===== config.mk =====
export PLATFORM = sky130hd
export DESIGN_NAME = nvcfg_latches
export DESIGN_NICKNAME = d
export VERILOG_FILES = /design/src/core/nvcfg_pkg.sv /design/src/core/nvcfg_latches.sv
export SDC_FILE = /design/constraint.sdc
export NUM_CORES = 1
export LEC_CHECK = 0
export BUFFER_PORTS_ARGS = -buffer_cell sky130_fd_sc_hd__buf_2
export CAP_MARGIN = 15
export CORE_AREA = 2 2 95 97
export CTS_CLUSTER_SIZE = 20
export DETAILED_ROUTE_END_ITERATION = 8
export DIE_AREA = 0 0 97 99
export PLACE_DENSITY = 0.82
export SYNTH_ARGS = -nofsm -noshare
export SYNTH_HDL_FRONTEND = slang
export SYNTH_SLANG_ARGS = --single-unit

===== constraint.sdc =====
create_clock -name clk_sys -period 1.65 [get_ports clk_sys]
set_clock_uncertainty 0.05 [all_clocks]
set_input_delay 0.0825 -clock clk_sys [delete_from_list [all_inputs] [get_ports clk_sys]]
set_output_delay 0.0825 -clock clk_sys [all_outputs]
set_load 0.1 [all_outputs]

===== src/core/nvcfg_pkg.sv =====
// package for the reset configuration latch block
// assumes a single clock domain and a plain register port
`default_nettype none
package nvcfg_pkg;
	// ---------------------------------------------------------------
	// register offsets
	// ---------------------------------------------------------------
	localparam logic [1:0] NVCFG_PORT_RESET_MODE_LOW   = 2'h0;
	localparam logic [1:0] NVCFG_PORT_RESET_MODE_MID   = 2'h1;
	localparam logic [1:0] NVCFG_RESET_PIN_DEBUG_CFG   = 2'h2;
	localparam logic [1:0] NVCFG_CLOCK_ECC_DEBUGPORT   = 2'h3;
	localparam logic [2:0] NVCFG_STATUS_ADDR           = 3'h4;
	localparam int         NVCFG_NUM_BYTES             = 4;
	localparam int         NVCFG_NUM_PORTS             = 9;

	// ---------------------------------------------------------------
	// field positions
	// ---------------------------------------------------------------
	localparam int NVCFG_EXT_RESET_BIT  = 7;
	localparam int NVCFG_DEBUG_EN_BIT   = 6;
	localparam int NVCFG_PHASE_LSB      = 4;
	localparam int NVCFG_ECC_BIT        = 2;
	localparam int NVCFG_DPS_LSB        = 0;

	// ---------------------------------------------------------------
	// factory defaults
	// ---------------------------------------------------------------
	localparam logic [7:0] NVCFG_BYTE0_RESET = 8'h00;
	localparam logic [7:0] NVCFG_BYTE1_RESET = 8'h00;
	localparam logic [7:0] NVCFG_BYTE2_RESET = 8'h40;
	localparam logic [7:0] NVCFG_BYTE3_RESET = 8'h04;

	typedef enum logic [1:0]
	{
		NVCFG_DRV_HIZ_ANALOG  = 2'h0,
		NVCFG_DRV_HIZ_DIGITAL = 2'h1,
		NVCFG_DRV_PULL_UP     = 2'h2,
		NVCFG_DRV_PULL_DOWN   = 2'h3
	} nvcfg_drive_mode_t;

	typedef struct packed
	{
		logic [17:0] port_reset_drive_mode;
		logic        ext_reset_pin_enable;
		logic        debug_access_enable;
		logic        flash_ecc_enable;
		logic [1:0]  debug_port_select;
		logic [3:0]  digital_clock_phase_delay;
	} nvcfg_applied_t;
endpackage
`default_nettype wire


===== src/core/nvcfg_latches.sv =====
// reset configuration latch array with decoded, reset-stable outputs
// assumes a single 125 MHz clock and two asynchronous active-low resets, rst_b and por_b
//
// Our own choice: the address-and-strobe port.
`default_nettype none
// Contract
// four config latch bytes are kept and their contents are applied whenever the device leaves reset.
// each port drive-mode field codes 00 hiz analog, 01 hiz digital, 10 pull up, 11 pull down.
// one port's drive mode is fanned out unchanged to all eight pins of that port.
// ext reset enable makes P1[2] a gpio at 0 and the external reset input at 1, default per package.
// debug enable blocks debug access at 0 and permits it at 1, default 1.
// ecc enable keeps the spare flash for ecc at 1, default 1, and frees it at 0.
// a two-bit field picks which port-1 pins form the debug port after reset.
// a four-bit field selects the digital clock phase delay.
// byte 0 holds ports 0-3, byte 1 ports 4,5,6,12, byte 2 port 15 plus ext reset and debug enables in bits 7 and 6.
// byte 3 holds phase delay, ecc and debug port select, and applied values are sampled once per reset.
module nvcfg_latches
	import nvcfg_pkg::*;
#(
	parameter bit PKG_48PIN = 1'b0
)
(
	input  wire logic                  clk_sys,
	input  wire logic                  rst_b,
	input  wire logic                  por_b,
	input  wire logic [2:0]            reg_addr,
	input  wire logic [7:0]            reg_wdata,
	input  wire logic                  reg_wr,
	input  wire logic                  reg_rd,
	output logic      [7:0]            reg_rdata,
	output nvcfg_pkg::nvcfg_applied_t  cfg_applied,
	output logic      [143:0]          pin_reset_drive_mode,
	output logic                       cfg_valid
);
	import nvcfg_pkg::*;

	// ---------------------------------------------------------------
	// latch storage
	// ---------------------------------------------------------------
	// contents survive the logic reset: a nonvolatile cell is modelled
	// as storage loaded with factory values only on power-up reset
	logic [7:0] latch_q [NVCFG_NUM_BYTES];
	logic [7:0] latch_d [NVCFG_NUM_BYTES];
	logic [7:0] rdata_q;
	logic       applied_q;
	nvcfg_applied_t applied_q_s;
	logic [143:0] pin_mode_q;

	// the package straps only the external reset bit of byte 2
	localparam logic [7:0] BYTE2_DFLT = PKG_48PIN ?
		(NVCFG_BYTE2_RESET | 8'h80) : NVCFG_BYTE2_RESET;
	wire logic       wr_latch    = reg_wr && (reg_addr[2] == 1'b0);
	wire logic [1:0] widx        = reg_addr[1:0];

	genvar gi;
	generate
		for (gi = 0; gi < NVCFG_NUM_BYTES; gi++)
		begin : g_latch
			localparam logic [7:0] LATCH_DFLT = (gi == 0) ? NVCFG_BYTE0_RESET :
				(gi == 1) ? NVCFG_BYTE1_RESET :
				(gi == 2) ? BYTE2_DFLT : NVCFG_BYTE3_RESET;
			assign latch_d[gi] = (wr_latch && widx == 2'(gi)) ? reg_wdata : latch_q[gi];
			always_ff @(posedge clk_sys or negedge por_b)
			begin
				if (!por_b)
					latch_q[gi] <= LATCH_DFLT;
				else
					latch_q[gi] <= latch_d[gi];
			end
		end
	endgenerate

	// marks the first edge after release; capture runs one edge behind it
	logic pkg_fix_q;
	always_ff @(posedge clk_sys or negedge rst_b)
	begin
		if (!rst_b)
			pkg_fix_q <= 1'b0;
		else
			pkg_fix_q <= 1'b1;
	end

	// ---------------------------------------------------------------
	// field decode
	// ---------------------------------------------------------------
	wire logic [7:0] b0 = latch_q[0];
	wire logic [7:0] b1 = latch_q[1];
	wire logic [7:0] b2 = latch_q[2];
	wire logic [7:0] b3 = latch_q[3];
	// port order: 0,1,2,3,4,5,6,12,15
	wire logic [17:0] port_modes = {b2[1:0], b1, b0};
	wire nvcfg_applied_t decoded = '{
		port_reset_drive_mode:     port_modes,
		ext_reset_pin_enable:      b2[NVCFG_EXT_RESET_BIT],
		debug_access_enable:       b2[NVCFG_DEBUG_EN_BIT],
		flash_ecc_enable:          b3[NVCFG_ECC_BIT],
		debug_port_select:         b3[NVCFG_DPS_LSB +: 2],
		digital_clock_phase_delay: b3[NVCFG_PHASE_LSB +: 4]
	};

	// every pin of a port gets the port's two-bit mode
	logic [143:0] pin_mode_d;
	generate
		for (gi = 0; gi < NVCFG_NUM_PORTS * 8; gi++)
		begin : g_pin
			assign pin_mode_d[gi*2 +: 2] = port_modes[(gi/8)*2 +: 2];
		end
	endgenerate

	// ---------------------------------------------------------------
	// apply once per reset
	// ---------------------------------------------------------------
	// sampling on the second edge after release keeps later writes from
	// disturbing a running device; they take effect at the next reset
	wire logic take = pkg_fix_q && !applied_q;
	always_ff @(posedge clk_sys or negedge rst_b)
	begin
		if (!rst_b)
		begin
			applied_q   <= 1'b0;
			applied_q_s <= '0;
			pin_mode_q  <= '0;
		end
		else if (take)
		begin
			applied_q   <= 1'b1;
			applied_q_s <= decoded;
			pin_mode_q  <= pin_mode_d;
		end
	end

	// ---------------------------------------------------------------
	// read port
	// ---------------------------------------------------------------
	// addresses 5 to 7 are holes that read as zero
	wire logic       rd_is_latch  = (reg_addr[2] == 1'b0);
	wire logic       rd_is_status = (reg_addr == NVCFG_STATUS_ADDR);
	wire logic [7:0] status_byte  = {7'h00, applied_q};
	wire logic [7:0] rd_mux       = rd_is_latch ? latch_q[widx] :
		rd_is_status ? status_byte : 8'h00;
	wire logic [7:0] rdata_d      = reg_rd ? rd_mux : 8'h00;
	always_ff @(posedge clk_sys or negedge rst_b)
	begin
		if (!rst_b)
			rdata_q <= 8'h00;
		else
			rdata_q <= rdata_d;
	end

	assign reg_rdata            = rdata_q;
	assign cfg_applied          = applied_q_s;
	assign pin_reset_drive_mode = pin_mode_q;
	assign cfg_valid            = applied_q;

	// ---------------------------------------------------------------
	// checks: capture
	// ---------------------------------------------------------------
	// a capture that slipped would let a later write reach a running part
	AST_APPLY_ONCE: assert property (@(posedge clk_sys) disable iff (!rst_b)
		applied_q
		|=> $stable(applied_q_s))
		else $error("applied config changed after capture");

	AST_APPLY_AT_RESET: assert property (@(posedge clk_sys) disable iff (!rst_b)
		$rose(pkg_fix_q)
		|=> cfg_valid)
		else $error("config not applied after reset");

	AST_VALID_WAITS: assert property (@(posedge clk_sys) disable iff (!rst_b)
		!pkg_fix_q
		|-> !cfg_valid)
		else $error("config valid before reset release settled");

	AST_NO_EARLY: assert property (@(posedge clk_sys) disable iff (!rst_b)
		$rose(pkg_fix_q)
		|-> !cfg_valid)
		else $error("config valid on the first edge after release");

	AST_VALID_STAYS: assert property (@(posedge clk_sys) disable iff (!rst_b)
		cfg_valid
		|=> cfg_valid)
		else $error("config valid dropped without a reset");

	AST_TAKE_ONCE: assert property (@(posedge clk_sys) disable iff (!rst_b)
		take
		|=> !take)
		else $error("capture taken twice in one reset");

	AST_VALID_AFTER_TAKE: assert property (@(posedge clk_sys) disable iff (!rst_b)
		$rose(cfg_valid)
		|-> $past(take))
		else $error("config valid rose without a capture");

	// outputs must read as zero until the capture, not as stale settings
	AST_QUIET_BEFORE: assert property (@(posedge clk_sys) disable iff (!rst_b)
		!cfg_valid
		|-> (cfg_applied == '0) && (pin_reset_drive_mode == '0))
		else $error("config outputs active before capture");

	AST_PIN_HOLD: assert property (@(posedge clk_sys) disable iff (!rst_b)
		cfg_valid
		|=> $stable(pin_reset_drive_mode))
		else $error("pin drive modes changed after capture");

	AST_IGNORES_WRITES: assert property (@(posedge clk_sys) disable iff (!rst_b)
		cfg_valid && reg_wr
		|=> $stable(cfg_applied))
		else $error("write reached the applied config");

	AST_CAPTURE_TRACKS: assert property (@(posedge clk_sys) disable iff (!rst_b)
		take
		|=> cfg_applied == $past(decoded))
		else $error("applied config is not the latch contents");

	// ---------------------------------------------------------------
	// checks: field placement
	// ---------------------------------------------------------------
	AST_EXT_RESET: assert property (@(posedge clk_sys) disable iff (!rst_b)
		take
		|=> cfg_applied.ext_reset_pin_enable == $past(b2[7]))
		else $error("ext reset enable mismatch");

	AST_DEBUG_EN: assert property (@(posedge clk_sys) disable iff (!rst_b)
		take
		|=> cfg_applied.debug_access_enable == $past(b2[6]))
		else $error("debug enable mismatch");

	AST_ECC_EN: assert property (@(posedge clk_sys) disable iff (!rst_b)
		take
		|=> cfg_applied.flash_ecc_enable == $past(b3[2]))
		else $error("ecc enable mismatch");

	AST_DPS: assert property (@(posedge clk_sys) disable iff (!rst_b)
		take
		|=> cfg_applied.debug_port_select == $past(b3[1:0]))
		else $error("debug port select mismatch");

	AST_PHASE: assert property (@(posedge clk_sys) disable iff (!rst_b)
		take
		|=> cfg_applied.digital_clock_phase_delay == $past(b3[7:4]))
		else $error("phase delay mismatch");

	AST_LAYOUT: assert property (@(posedge clk_sys) disable iff (!rst_b)
		take
		|=> cfg_applied.port_reset_drive_mode[17:16] == $past(b2[1:0]))
		else $error("port 15 field misplaced");

	AST_LAYOUT_B0: assert property (@(posedge clk_sys) disable iff (!rst_b)
		take
		|=> cfg_applied.port_reset_drive_mode[7:0] == $past(b0))
		else $error("ports 0 to 3 fields misplaced");

	AST_LAYOUT_B1: assert property (@(posedge clk_sys) disable iff (!rst_b)
		take
		|=> cfg_applied.port_reset_drive_mode[15:8] == $past(b1))
		else $error("ports 4 to 12 fields misplaced");

	// ---------------------------------------------------------------
	// checks: pin fan-out
	// ---------------------------------------------------------------
	AST_PORT_UNIFORM: assert property (@(posedge clk_sys) disable iff (!rst_b)
		cfg_valid
		|-> pin_reset_drive_mode[15:0] == {8{cfg_applied.port_reset_drive_mode[1:0]}})
		else $error("port pins differ in drive mode");

	// one copy per port, so a wrong stride in the fan-out shows at once
	genvar gp;
	generate
		for (gp = 0; gp < NVCFG_NUM_PORTS; gp++)
		begin : g_fanout
			AST_PIN_FANOUT: assert property (@(posedge clk_sys) disable iff (!rst_b)
				cfg_valid
				|-> pin_reset_drive_mode[gp*16 +: 16] == {8{cfg_applied.port_reset_drive_mode[gp*2 +: 2]}})
				else $error("pin drive mode differs from its port");
		end
	endgenerate

	// ---------------------------------------------------------------
	// checks: register port
	// ---------------------------------------------------------------
	AST_RD_IDLE: assert property (@(posedge clk_sys) disable iff (!rst_b)
		!reg_rd
		|=> reg_rdata == 8'h00)
		else $error("read data not zero without a read");

	AST_RD_ONE_CYCLE: assert property (@(posedge clk_sys) disable iff (!rst_b)
		reg_rd ##1 !reg_rd
		|=> reg_rdata == 8'h00)
		else $error("read data stood longer than one cycle");

	AST_RD_STATUS: assert property (@(posedge clk_sys) disable iff (!rst_b)
		reg_rd && reg_addr == NVCFG_STATUS_ADDR
		|=> reg_rdata == {7'h00, $past(cfg_valid)})
		else $error("status read does not show config valid");

	AST_STATUS_LOW: assert property (@(posedge clk_sys) disable iff (!rst_b)
		reg_rd && reg_addr == NVCFG_STATUS_ADDR && !cfg_valid
		|=> reg_rdata == 8'h00)
		else $error("status shows valid before capture");

	AST_RD_UNMAPPED: assert property (@(posedge clk_sys) disable iff (!rst_b)
		reg_rd && reg_addr > NVCFG_STATUS_ADDR
		|=> reg_rdata == 8'h00)
		else $error("unmapped read not zero");

	// latch storage resets on por_b only, so its write checks disable on it; the read check disables on rst_b
	genvar gb;
	generate
		for (gb = 0; gb < NVCFG_NUM_BYTES; gb++)
		begin : g_bus_chk
			AST_RD_LATCH: assert property (@(posedge clk_sys) disable iff (!rst_b)
				reg_rd && reg_addr == 3'(gb)
				|=> reg_rdata == $past(latch_q[gb]))
				else $error("read data is not the latch byte");

			AST_WR_LANDS: assert property (@(posedge clk_sys) disable iff (!por_b)
				reg_wr && reg_addr == 3'(gb)
				|=> latch_q[gb] == $past(reg_wdata))
				else $error("write did not land in its latch byte");

			AST_WR_KEEPS: assert property (@(posedge clk_sys) disable iff (!por_b)
				!(reg_wr && reg_addr == 3'(gb))
				|=> $stable(latch_q[gb]))
				else $error("latch byte changed without a write to it");
		end
	endgenerate
endmodule // nvcfg_latches
`default_nettype wire


==> metrics, run 1 <==
period utilisation layout=87.8%; CORE AREA=0.00855 sq mm; post-synthesis sequential area ratio=44.9%; Final Routed Wirelength=7210 um; Slew Limit Fails=0; gr usage total=14.6%; Max Freq=between 600 and 700 MHz; Slew @ Worst Pin=735 ps; Avg WL per Cell=14.7 um; initial antenna violation count=0; n_diodes=0; drt drc=0; die extent in x=97 um; share of layout cells above drive strength 1=76.0%; CTS H-tree lvls=3; CTS tree=done; pin count of the biggest net entering global routing=33; Syn Inst Count=307; die area=0.00960 sq mm; RSZ-0062 raised after global routing=no; P&R area growth vs syn=9.32%; WP data required=1520 ps; xor/xnor share of the synthesized area=0%; clk buf depth=2; slowest stage delay, CP=480 ps; setup TNS=0 ps; synth warn=0; R2R depth=3; Adder-Cell Fraction of Synth Area=0%; FF+latch count, synth=69; source-to-sink clock delay at the later pin of the worst-skew pair=between 300 and 400 ps; number of global-route vias before repair=just over 2000; routed vias=2220; Critical Path Start=cfg_applied[23]$_DFFE_PN0P_; CP startpoint kind=flip-flop; post-synthesis mux area share=a little over a fifth; area of placed instances=between 0.003 and 0.004 sq mm; fill count=773; CTS Buf Count=9; most numerous cell in the Yosys netlist=buf_4; post-DP HPWL=5470 um; crit path DAT=~1300 ps; Setup Fix Bufs, Post-CTS=0; 1st-iter DRT viols=a little under 60; status=finished, final reports clean; Reg clk slew, reported paths=around 70 ps; initial core utilization=~45%; WS Path Type=flip-flop to output port; clk sinks=69; FFs w/ async S/R, synth=100%; Power Total=approximately 5.6 mW; HP Class=input pin to async pin; Post-Synth Simple-Gate Area=3.57%; root buf cell=clkbuf_8; Max-Cap Viols=0; Slew HR=about half; DRT Pass-1 Iters=4; first-pass GRT wire length=approximately 11000 um; syn avg cell area=~13 sq um; Critical Path Sink Type=output port; I/O Buffers=just under 200; maximum vdd drop=0.719 mV; crit path time final=1450 ps; Rows=34; Vias/cell=4.51; antenna violation net count after detailed routing=0; slowest stage cell, crit path=dfrtp_1; CP cell instances=buf_2; Nets=395; Final Hold Viols=0; ys flop type=dfrtp_1; Yosys cell types=20; GP Congestion=about 0.72; CP Max Fanout=10; Finished Cell Area=0.00421 sq mm; top cells by area, synth=dfrtp_1, buf_4, mux2_2, mux4_2, dfstp_2; leakage power=about 2.5 nW; crit path buf inv count=1; area leader, netlist=dfrtp_1; Power Dens Cells=1330 mW/mm^2; global route overflow=0; Post-synth EDFFs=0; Net Count, Synth=323; Final Setup Violations=0; largest family of logic cells by synthesized area=buffers and inverters; num ports=196; Post-synth top cells=buf_4, dfrtp_1, mux2_2, mux4_2, nor2b_1; Compound-Gate Fraction of Synth Area=0.357%; share of the synthesized area in the top cell type=43.5%; Non-Filler Instances=492; WP depth=1; post-synthesis cell area=0.00385 sq mm; Util after Layout=49.2%; die height=99 um; DP Cell Count=roughly 470; CP top delay family=flip-flops; worst r2r src=cfg_valid$_DFFE_PN0P_
[metrics by stage]
step                setup WS (ps)  hold WS (ps)
floorplan                   -8.40          -263
global placement              205         -32.2
detailed placement            176         -19.9
CTS                           173           142
global route                  121           170
finish                        202           147
[registers in the layout (all words and copies together) (netlist names)]
register	flops
pin_reset_drive_mode	1
cfg_applied	26
pkg_fix_q	1
b1	8
b2	8
b0	8
reg_rdata	8
b3	8
cfg_valid	1
[per-layer routing]
metal | wire (um) | track usage (%)
met5 | 0 | 0
met4 | 111 | 5.42
met3 | 458 | 4.54
met2 | 3970 | 25.9
met1 | 2670 | 16.5
[cells in the final DEF (no fill, tap or decap)]
cell type,instances
buf_2,195
dfstp_2,2
buf_4,7
clkbuf_8,12
nor2_1,1
bufinv_16,1
nand2b_1,2
and4bb_2,1
nor2b_1,7
o21ai_0,1
nor4bb_2,1
nor4b_4,1
mux2_2,59
mux2i_1,2
and4b_1,1
mux4_2,7
dfrtp_4,1
dlygate4sd3_1,10
conb_1,1
clkinv_2,3
o31a_1,1
dfrtp_1,66
or2_2,1
nand4b_2,1
[final timing paths]
kind                                               end  slack [ps]
setup / recovery             pin_reset_drive_mode[112]         200
hold / removal                   cfg_valid$_DFFE_PN0P_         150
setup reg to reg           cfg_applied[19]$_DFFE_PN0P_         230
hold reg to reg                  cfg_valid$_DFFE_PN0P_         440
max in group asynchronous            b0[2]$_DFFE_PN0P_         780
min in group clk_sys            reg_rdata[0]$_DFF_PN0_         170
[cells by family after synthesis]
family | count (synthesis)
buffers and inverters | 151
AND/OR/NAND/NOR | 16
other | 1
AO/OA/AOI/OAI | 2
multiplexers | 68
flip-flops | 69
[power breakdown]
part / internal [mW] / switching (mW)
logic: 0.406 / 1.67
registers: 1.92 / 0.181
clock network: 0.814 / 0.613
total: 3.14 / 2.46
[cell type report]
cell class,instances,area [sq um],area share [%]
clock inverters,4,45.0,1.07
repair buffers,212,1130,26.8
well taps,108,135,3.21
flip-flops and latches,69,1730,41.2
clock buffers,12,165,3.92
multi-input cells,87,1000,23.8
[repair_timing]
item                      in CTS  in global routing
hold buffers                  10                  0
resized for setup              0                  0
hold endpoints to repair      99                  0
No activity file was read; power rests on OpenSTA's default activity.
==> inputs of run 2 (changes only) <==
Settings changed: CELL_PAD_IN_SITES_DETAIL_PLACEMENT set to 0, CELL_PAD_IN_SITES_GLOBAL_PLACEMENT set to 1, CORE_AREA 2 2 95 97 to 2 2 108 110, DIE_AREA 0 0 97 99 to 0 0 110 112, PLACE_DENSITY 0.82 to 0.84.
==> run 2 against run 1 <==
Compared with the run above: sequential share of layout area fell by 1.1 points; non-clock buffer count rose by 2; sequential power barely moved; critical path depth rose by 2; highest routed layer unchanged.
==> metrics, run 2 (synthesis results as in run 1) <==
Hold Startpoint=reg_rd; CP Max Fanout=27; r2r endpoint=cfg_applied[0]$_DFFE_PN0P_; Nets=approximately 400; gr usage total=between 10% and 20%; RSZ-0062 raised after global routing=no; clk buf depth=2; CORE AREA=~0.011 sq mm; pin count of the biggest net entering global routing=33; CP startpoint kind=flip-flop; Place WS=around 210 ps; routed vias=between 2000 and 2500; status=finished, final reports clean; Final Setup Violations=0; antenna violation net count after detailed routing=0; setup TNS=0 ps; share of layout cells above drive strength 1=75.8%; CTS Buf Count=9; CTS H-tree lvls=3; n_diodes=0; worst r2r src=cfg_valid$_DFFE_PN0P_; crit path DAT=between 1500 and 2000 ps; Hold Path End=reg_rdata[0]$_DFF_PN0_; num ports=a little under 200; initial core utilization=34.5%; WHS=approximately 140 ps; source-to-sink clock delay at the later pin of the worst-skew pair=330 ps; DP Cell Count=503; fill count=1058; Setup Fix Bufs, Post-CTS=0; Final Hold Viols=0; Slew Limit Fails=0; Critical Path Sink Type=flip-flop; die height=112 um; post-CTS sizing=0; Final Routed Wirelength=7310 um; Util after Layout=38.7%; reg-to-reg slack, setup=220 ps; root buf cell=clkbuf_16; global route overflow=0; 1st-iter DRT viols=67; Slew @ Worst Pin=723 ps; Slew HR=51.8%; Power Dens Cells=roughly 1400 mW/mm^2; Max Freq=697 MHz; hold depth=3; Avg WL per Cell=13.9 um; Final WS setup=216 ps; Power Total=5.89 mW; commonest non-fill, non-tap cell in the layout=buf_2; area of placed instances=0.00396 sq mm; WS Path Type=flip-flop to flip-flop; number of global-route vias before repair=2005; crit path time final=1430 ps; WP data required=1810 ps; initial antenna violation count=0; die extent in x=110 um; P&R area growth vs syn=12.3%; CTS tree=done; Rows=39; drt drc=0; Reg clk slew, reported paths=50 ps; DRT Pass-1 Iters=4; leakage power=2.54 nW; Vias/cell=about 4.2; die area=0.0123 sq mm; commonest cells after routing, fill and taps aside=buf_2, dfrtp_1, mux2_2, dlygate4sd3_1; first-pass GRT wire length=11000 um; HP Class=input pin to flip-flop; I/O Buffers=195; clk sinks=69; max FFs per register=26; hold_buf cts=10; Non-Filler Instances=527; period utilisation layout=86.9%; R2R depth=3; post-DP HPWL=5480 um; Max-Cap Viols=0; maximum vdd drop=roughly 0.62 mV; Finished Cell Area=around 0.0043 sq mm; GP Congestion=0.728
==> run 2: power by group <==
group	leakage [nW]	internal [mW]	switching (mW)
clock	0.134	1.07	0.644
combinational	1.52	0.409	1.66
sequential	0.881	1.92	0.176
==> run 2: critical path, cell delays in order (launching register included) <==
cell and delay [ps]:
dfrtp_4 410, nand2b_1 110, buf_4 350, mux2_2 380
==> run 2: how the worst max path moves through the flow <==
stage                                   to  slack, ps                         from
3_3_place_gp   cfg_applied[15]$_DFFE_PN0P_        250        cfg_valid$_DFFE_PN0P_
2_1_floorplan  cfg_applied[10]$_DFFE_PN0P_         -8        cfg_valid$_DFFE_PN0P_
4_1_cts         cfg_applied[0]$_DFFE_PN0P_        180        cfg_valid$_DFFE_PN0P_
3_5_place_dp             b1[2]$_DFFE_PN0P_        210                  reg_addr[0]
5_1_grt          pin_reset_drive_mode[101]        120  cfg_applied[22]$_DFFE_PN0P_
6_report        cfg_applied[0]$_DFFE_PN0P_        220        cfg_valid$_DFFE_PN0P_
==> run 2: layout make-up <==
cell class | count | area, sq um | share of cell area, %
flip-flops and latches | 69 | 1730 | 40.1
well taps | 143 | 179 | 4.14
clock buffers | 12 | 256 | 5.93
multi-input cells | 87 | 1000 | 23.2
repair buffers | 214 | 1140 | 26.4
clock inverters | 2 | 10.0 | 0.231
==> run 2: metal layers <==
metal  global-route usage [%]  vias to the layer above  share of wire, %
met5                        0                        -                 0
met4                     2.28                        0              0.49
li1                         -                     1022                 -
met2                     19.9                      111                52
met3                     4.92                        4               8.2
met1                     14.2                     1082                39
==> inputs of run 3 (changes only) <==
==> constraint.sdc (replaced) <==
create_clock -name clk_sys -period 1.65 [get_ports clk_sys]
set_clock_uncertainty 0.05 [all_clocks]
set_input_delay 0.2475 -clock clk_sys [delete_from_list [all_inputs] [get_ports clk_sys]]
set_output_delay 0.2475 -clock clk_sys [all_outputs]
set_load 0.1 [all_outputs]
==> run 3 against run 2 <==
Compared with the run above: global-route usage shrank 0.43 points; first-iteration DRC count fell by 33%; via count is 1.5% lower; sequential cell count unchanged; largest power group unchanged; critical path depth shrank 2; die area is the same; final cell count down 0.76%; utilization is 0.13 points higher; maximum frequency fell by 4.5%; clock power is 13% higher; cell area increased by 0.35%; routed wire length fell by 2.8%.
==> metrics, run 3 (synthesis results as in run 1) <==
setup TNS=0 ps; clk buf depth=2; max FFs per register=26; period utilisation layout=91.0%; post-CTS sizing=0; global route overflow=0; CORE AREA=~0.011 sq mm; GP Congestion=0.726; Nets=around 400; slowest stage cell, crit path=buf_2; gr usage total=11.4%; post-DP HPWL=5390 um; 1st-iter DRT viols=45; CP cell instances=buf_2; die extent in x=110 um; CP top delay family=buffers and inverters; CTS Buf Count=9; Vias/cell=around 4.2; CTS tree=done; Max Freq=666 MHz; clk sinks=69; root buf cell=clkbuf_16; Slew Limit Fails=0; Max-Cap Viols=0; DRT Pass-1 Iters=4; number of global-route vias before repair=1925; crit path DAT=1200 ps; share of layout cells above drive strength 1=82.6%; Avg WL per Cell=between 10 and 15 um; crit path time final=1500 ps; leakage power=about 2.5 nW; initial antenna violation count=0; Critical Path Sink Type=output port; n_diodes=0; num ports=between 150 and 200; routed vias=2186; CP startpoint kind=flip-flop; Final Routed Wirelength=just over 7000 um; fill count=between 1000 and 1500; initial core utilization=34.5%; Reg clk slew, reported paths=around 50 ps; crit path buf inv count=1; status=finished, final reports clean; pin count of the biggest net entering global routing=38; P&R area growth vs syn=12.7%; RSZ-0062 raised after global routing=no; Power Dens Cells=~1400 mW/mm^2; CP Max Fanout=10; maximum vdd drop=0.588 mV; I/O Buffers=195; drt drc=0; source-to-sink clock delay at the later pin of the worst-skew pair=330 ps; Power Total=6.10 mW; CTS H-tree lvls=3; hold_buf cts=2; Setup Fix Bufs, Post-CTS=0; WS Path Type=flip-flop to output port; HP Class=input pin to flip-flop; Final Setup Violations=0; commonest cells after routing, fill and taps aside=buf_2, mux2_2, dfrtp_1, dfrtp_2, buf_4; Rows=39; slowest stage delay, CP=450 ps; antenna violation net count after detailed routing=0; WP data required=1350 ps; first-pass GRT wire length=10400 um; Finished Cell Area=0.00434 sq mm; area of placed instances=0.00401 sq mm; die area=0.0123 sq mm; WHS=144 ps; Slew HR=~51%; Final Hold Viols=0; Slew @ Worst Pin=733 ps; die height=112 um; commonest non-fill, non-tap cell in the layout=buf_2
[run 3: final cells by class]
cell class	instances	area [sq um]	area share (%)
repair buffers	208	1090	25.1
well taps	143	179	4.12
clock inverters	5	58.8	1.35
multi-input cells	87	1000	23.1
clock buffers	11	253	5.82
flip-flops and latches	69	1760	40.4
[run 3: layer usage]
| layer | vias to the layer above | track usage [%] | share of wire (%) |
|---|---|---|---|
| met1 | 1058 | 13.5 | 39 |
| met3 | 6 | 4.16 | 8.3 |
| li1 | 1014 | - | - |
| met2 | 108 | 19.1 | 52 |
| met5 | - | 0 | 0 |
| met4 | 0 | 3.54 | 0.93 |
[run 3: metrics by stage]
| stage | setup WS [ps] | std cells | utilization (%) |
|---|---|---|---|
| floorplan | 40.7 | 307 | - |
| global route | 70.6 | 523 | 38.8 |
| CTS | 123 | 523 | 38.8 |
| detailed placement | 63.2 | 505 | 35.9 |
| global placement | 124 | 505 | 35.9 |
| finish | 148 | 523 | 38.8 |
[run 3: path summary, 6_finish.rpt]
kind                                                to  slack, ps  cells after the start                         from
min                                  b2[4]$_DFFE_PN0P_        140                      2                 reg_wdata[4]
min in group asynchronous            b1[7]$_DFFE_PN0P_        470                      2                        por_b
max in group asynchronous            b1[3]$_DFFE_PN0P_        610                      2                        por_b
max reg2reg                cfg_applied[12]$_DFFE_PN0P_        330                      3        cfg_valid$_DFFE_PN0P_
min reg2reg                      cfg_valid$_DFFE_PN0P_        420                      1          pkg_fix_q$_DFF_PN0_
max                           pin_reset_drive_mode[40]        150                      1  cfg_applied[13]$_DFFE_PN0P_
[run 3: where the power goes]
| part | switching (mW) | total [mW] | internal [mW] |
|---|---|---|---|
| registers | 0.172 | 2.10 | 1.93 |
| logic | 1.66 | 2.06 | 0.399 |
| clock network | 0.692 | 1.94 | 1.25 |
| total | 2.52 | 6.10 | 3.57 |
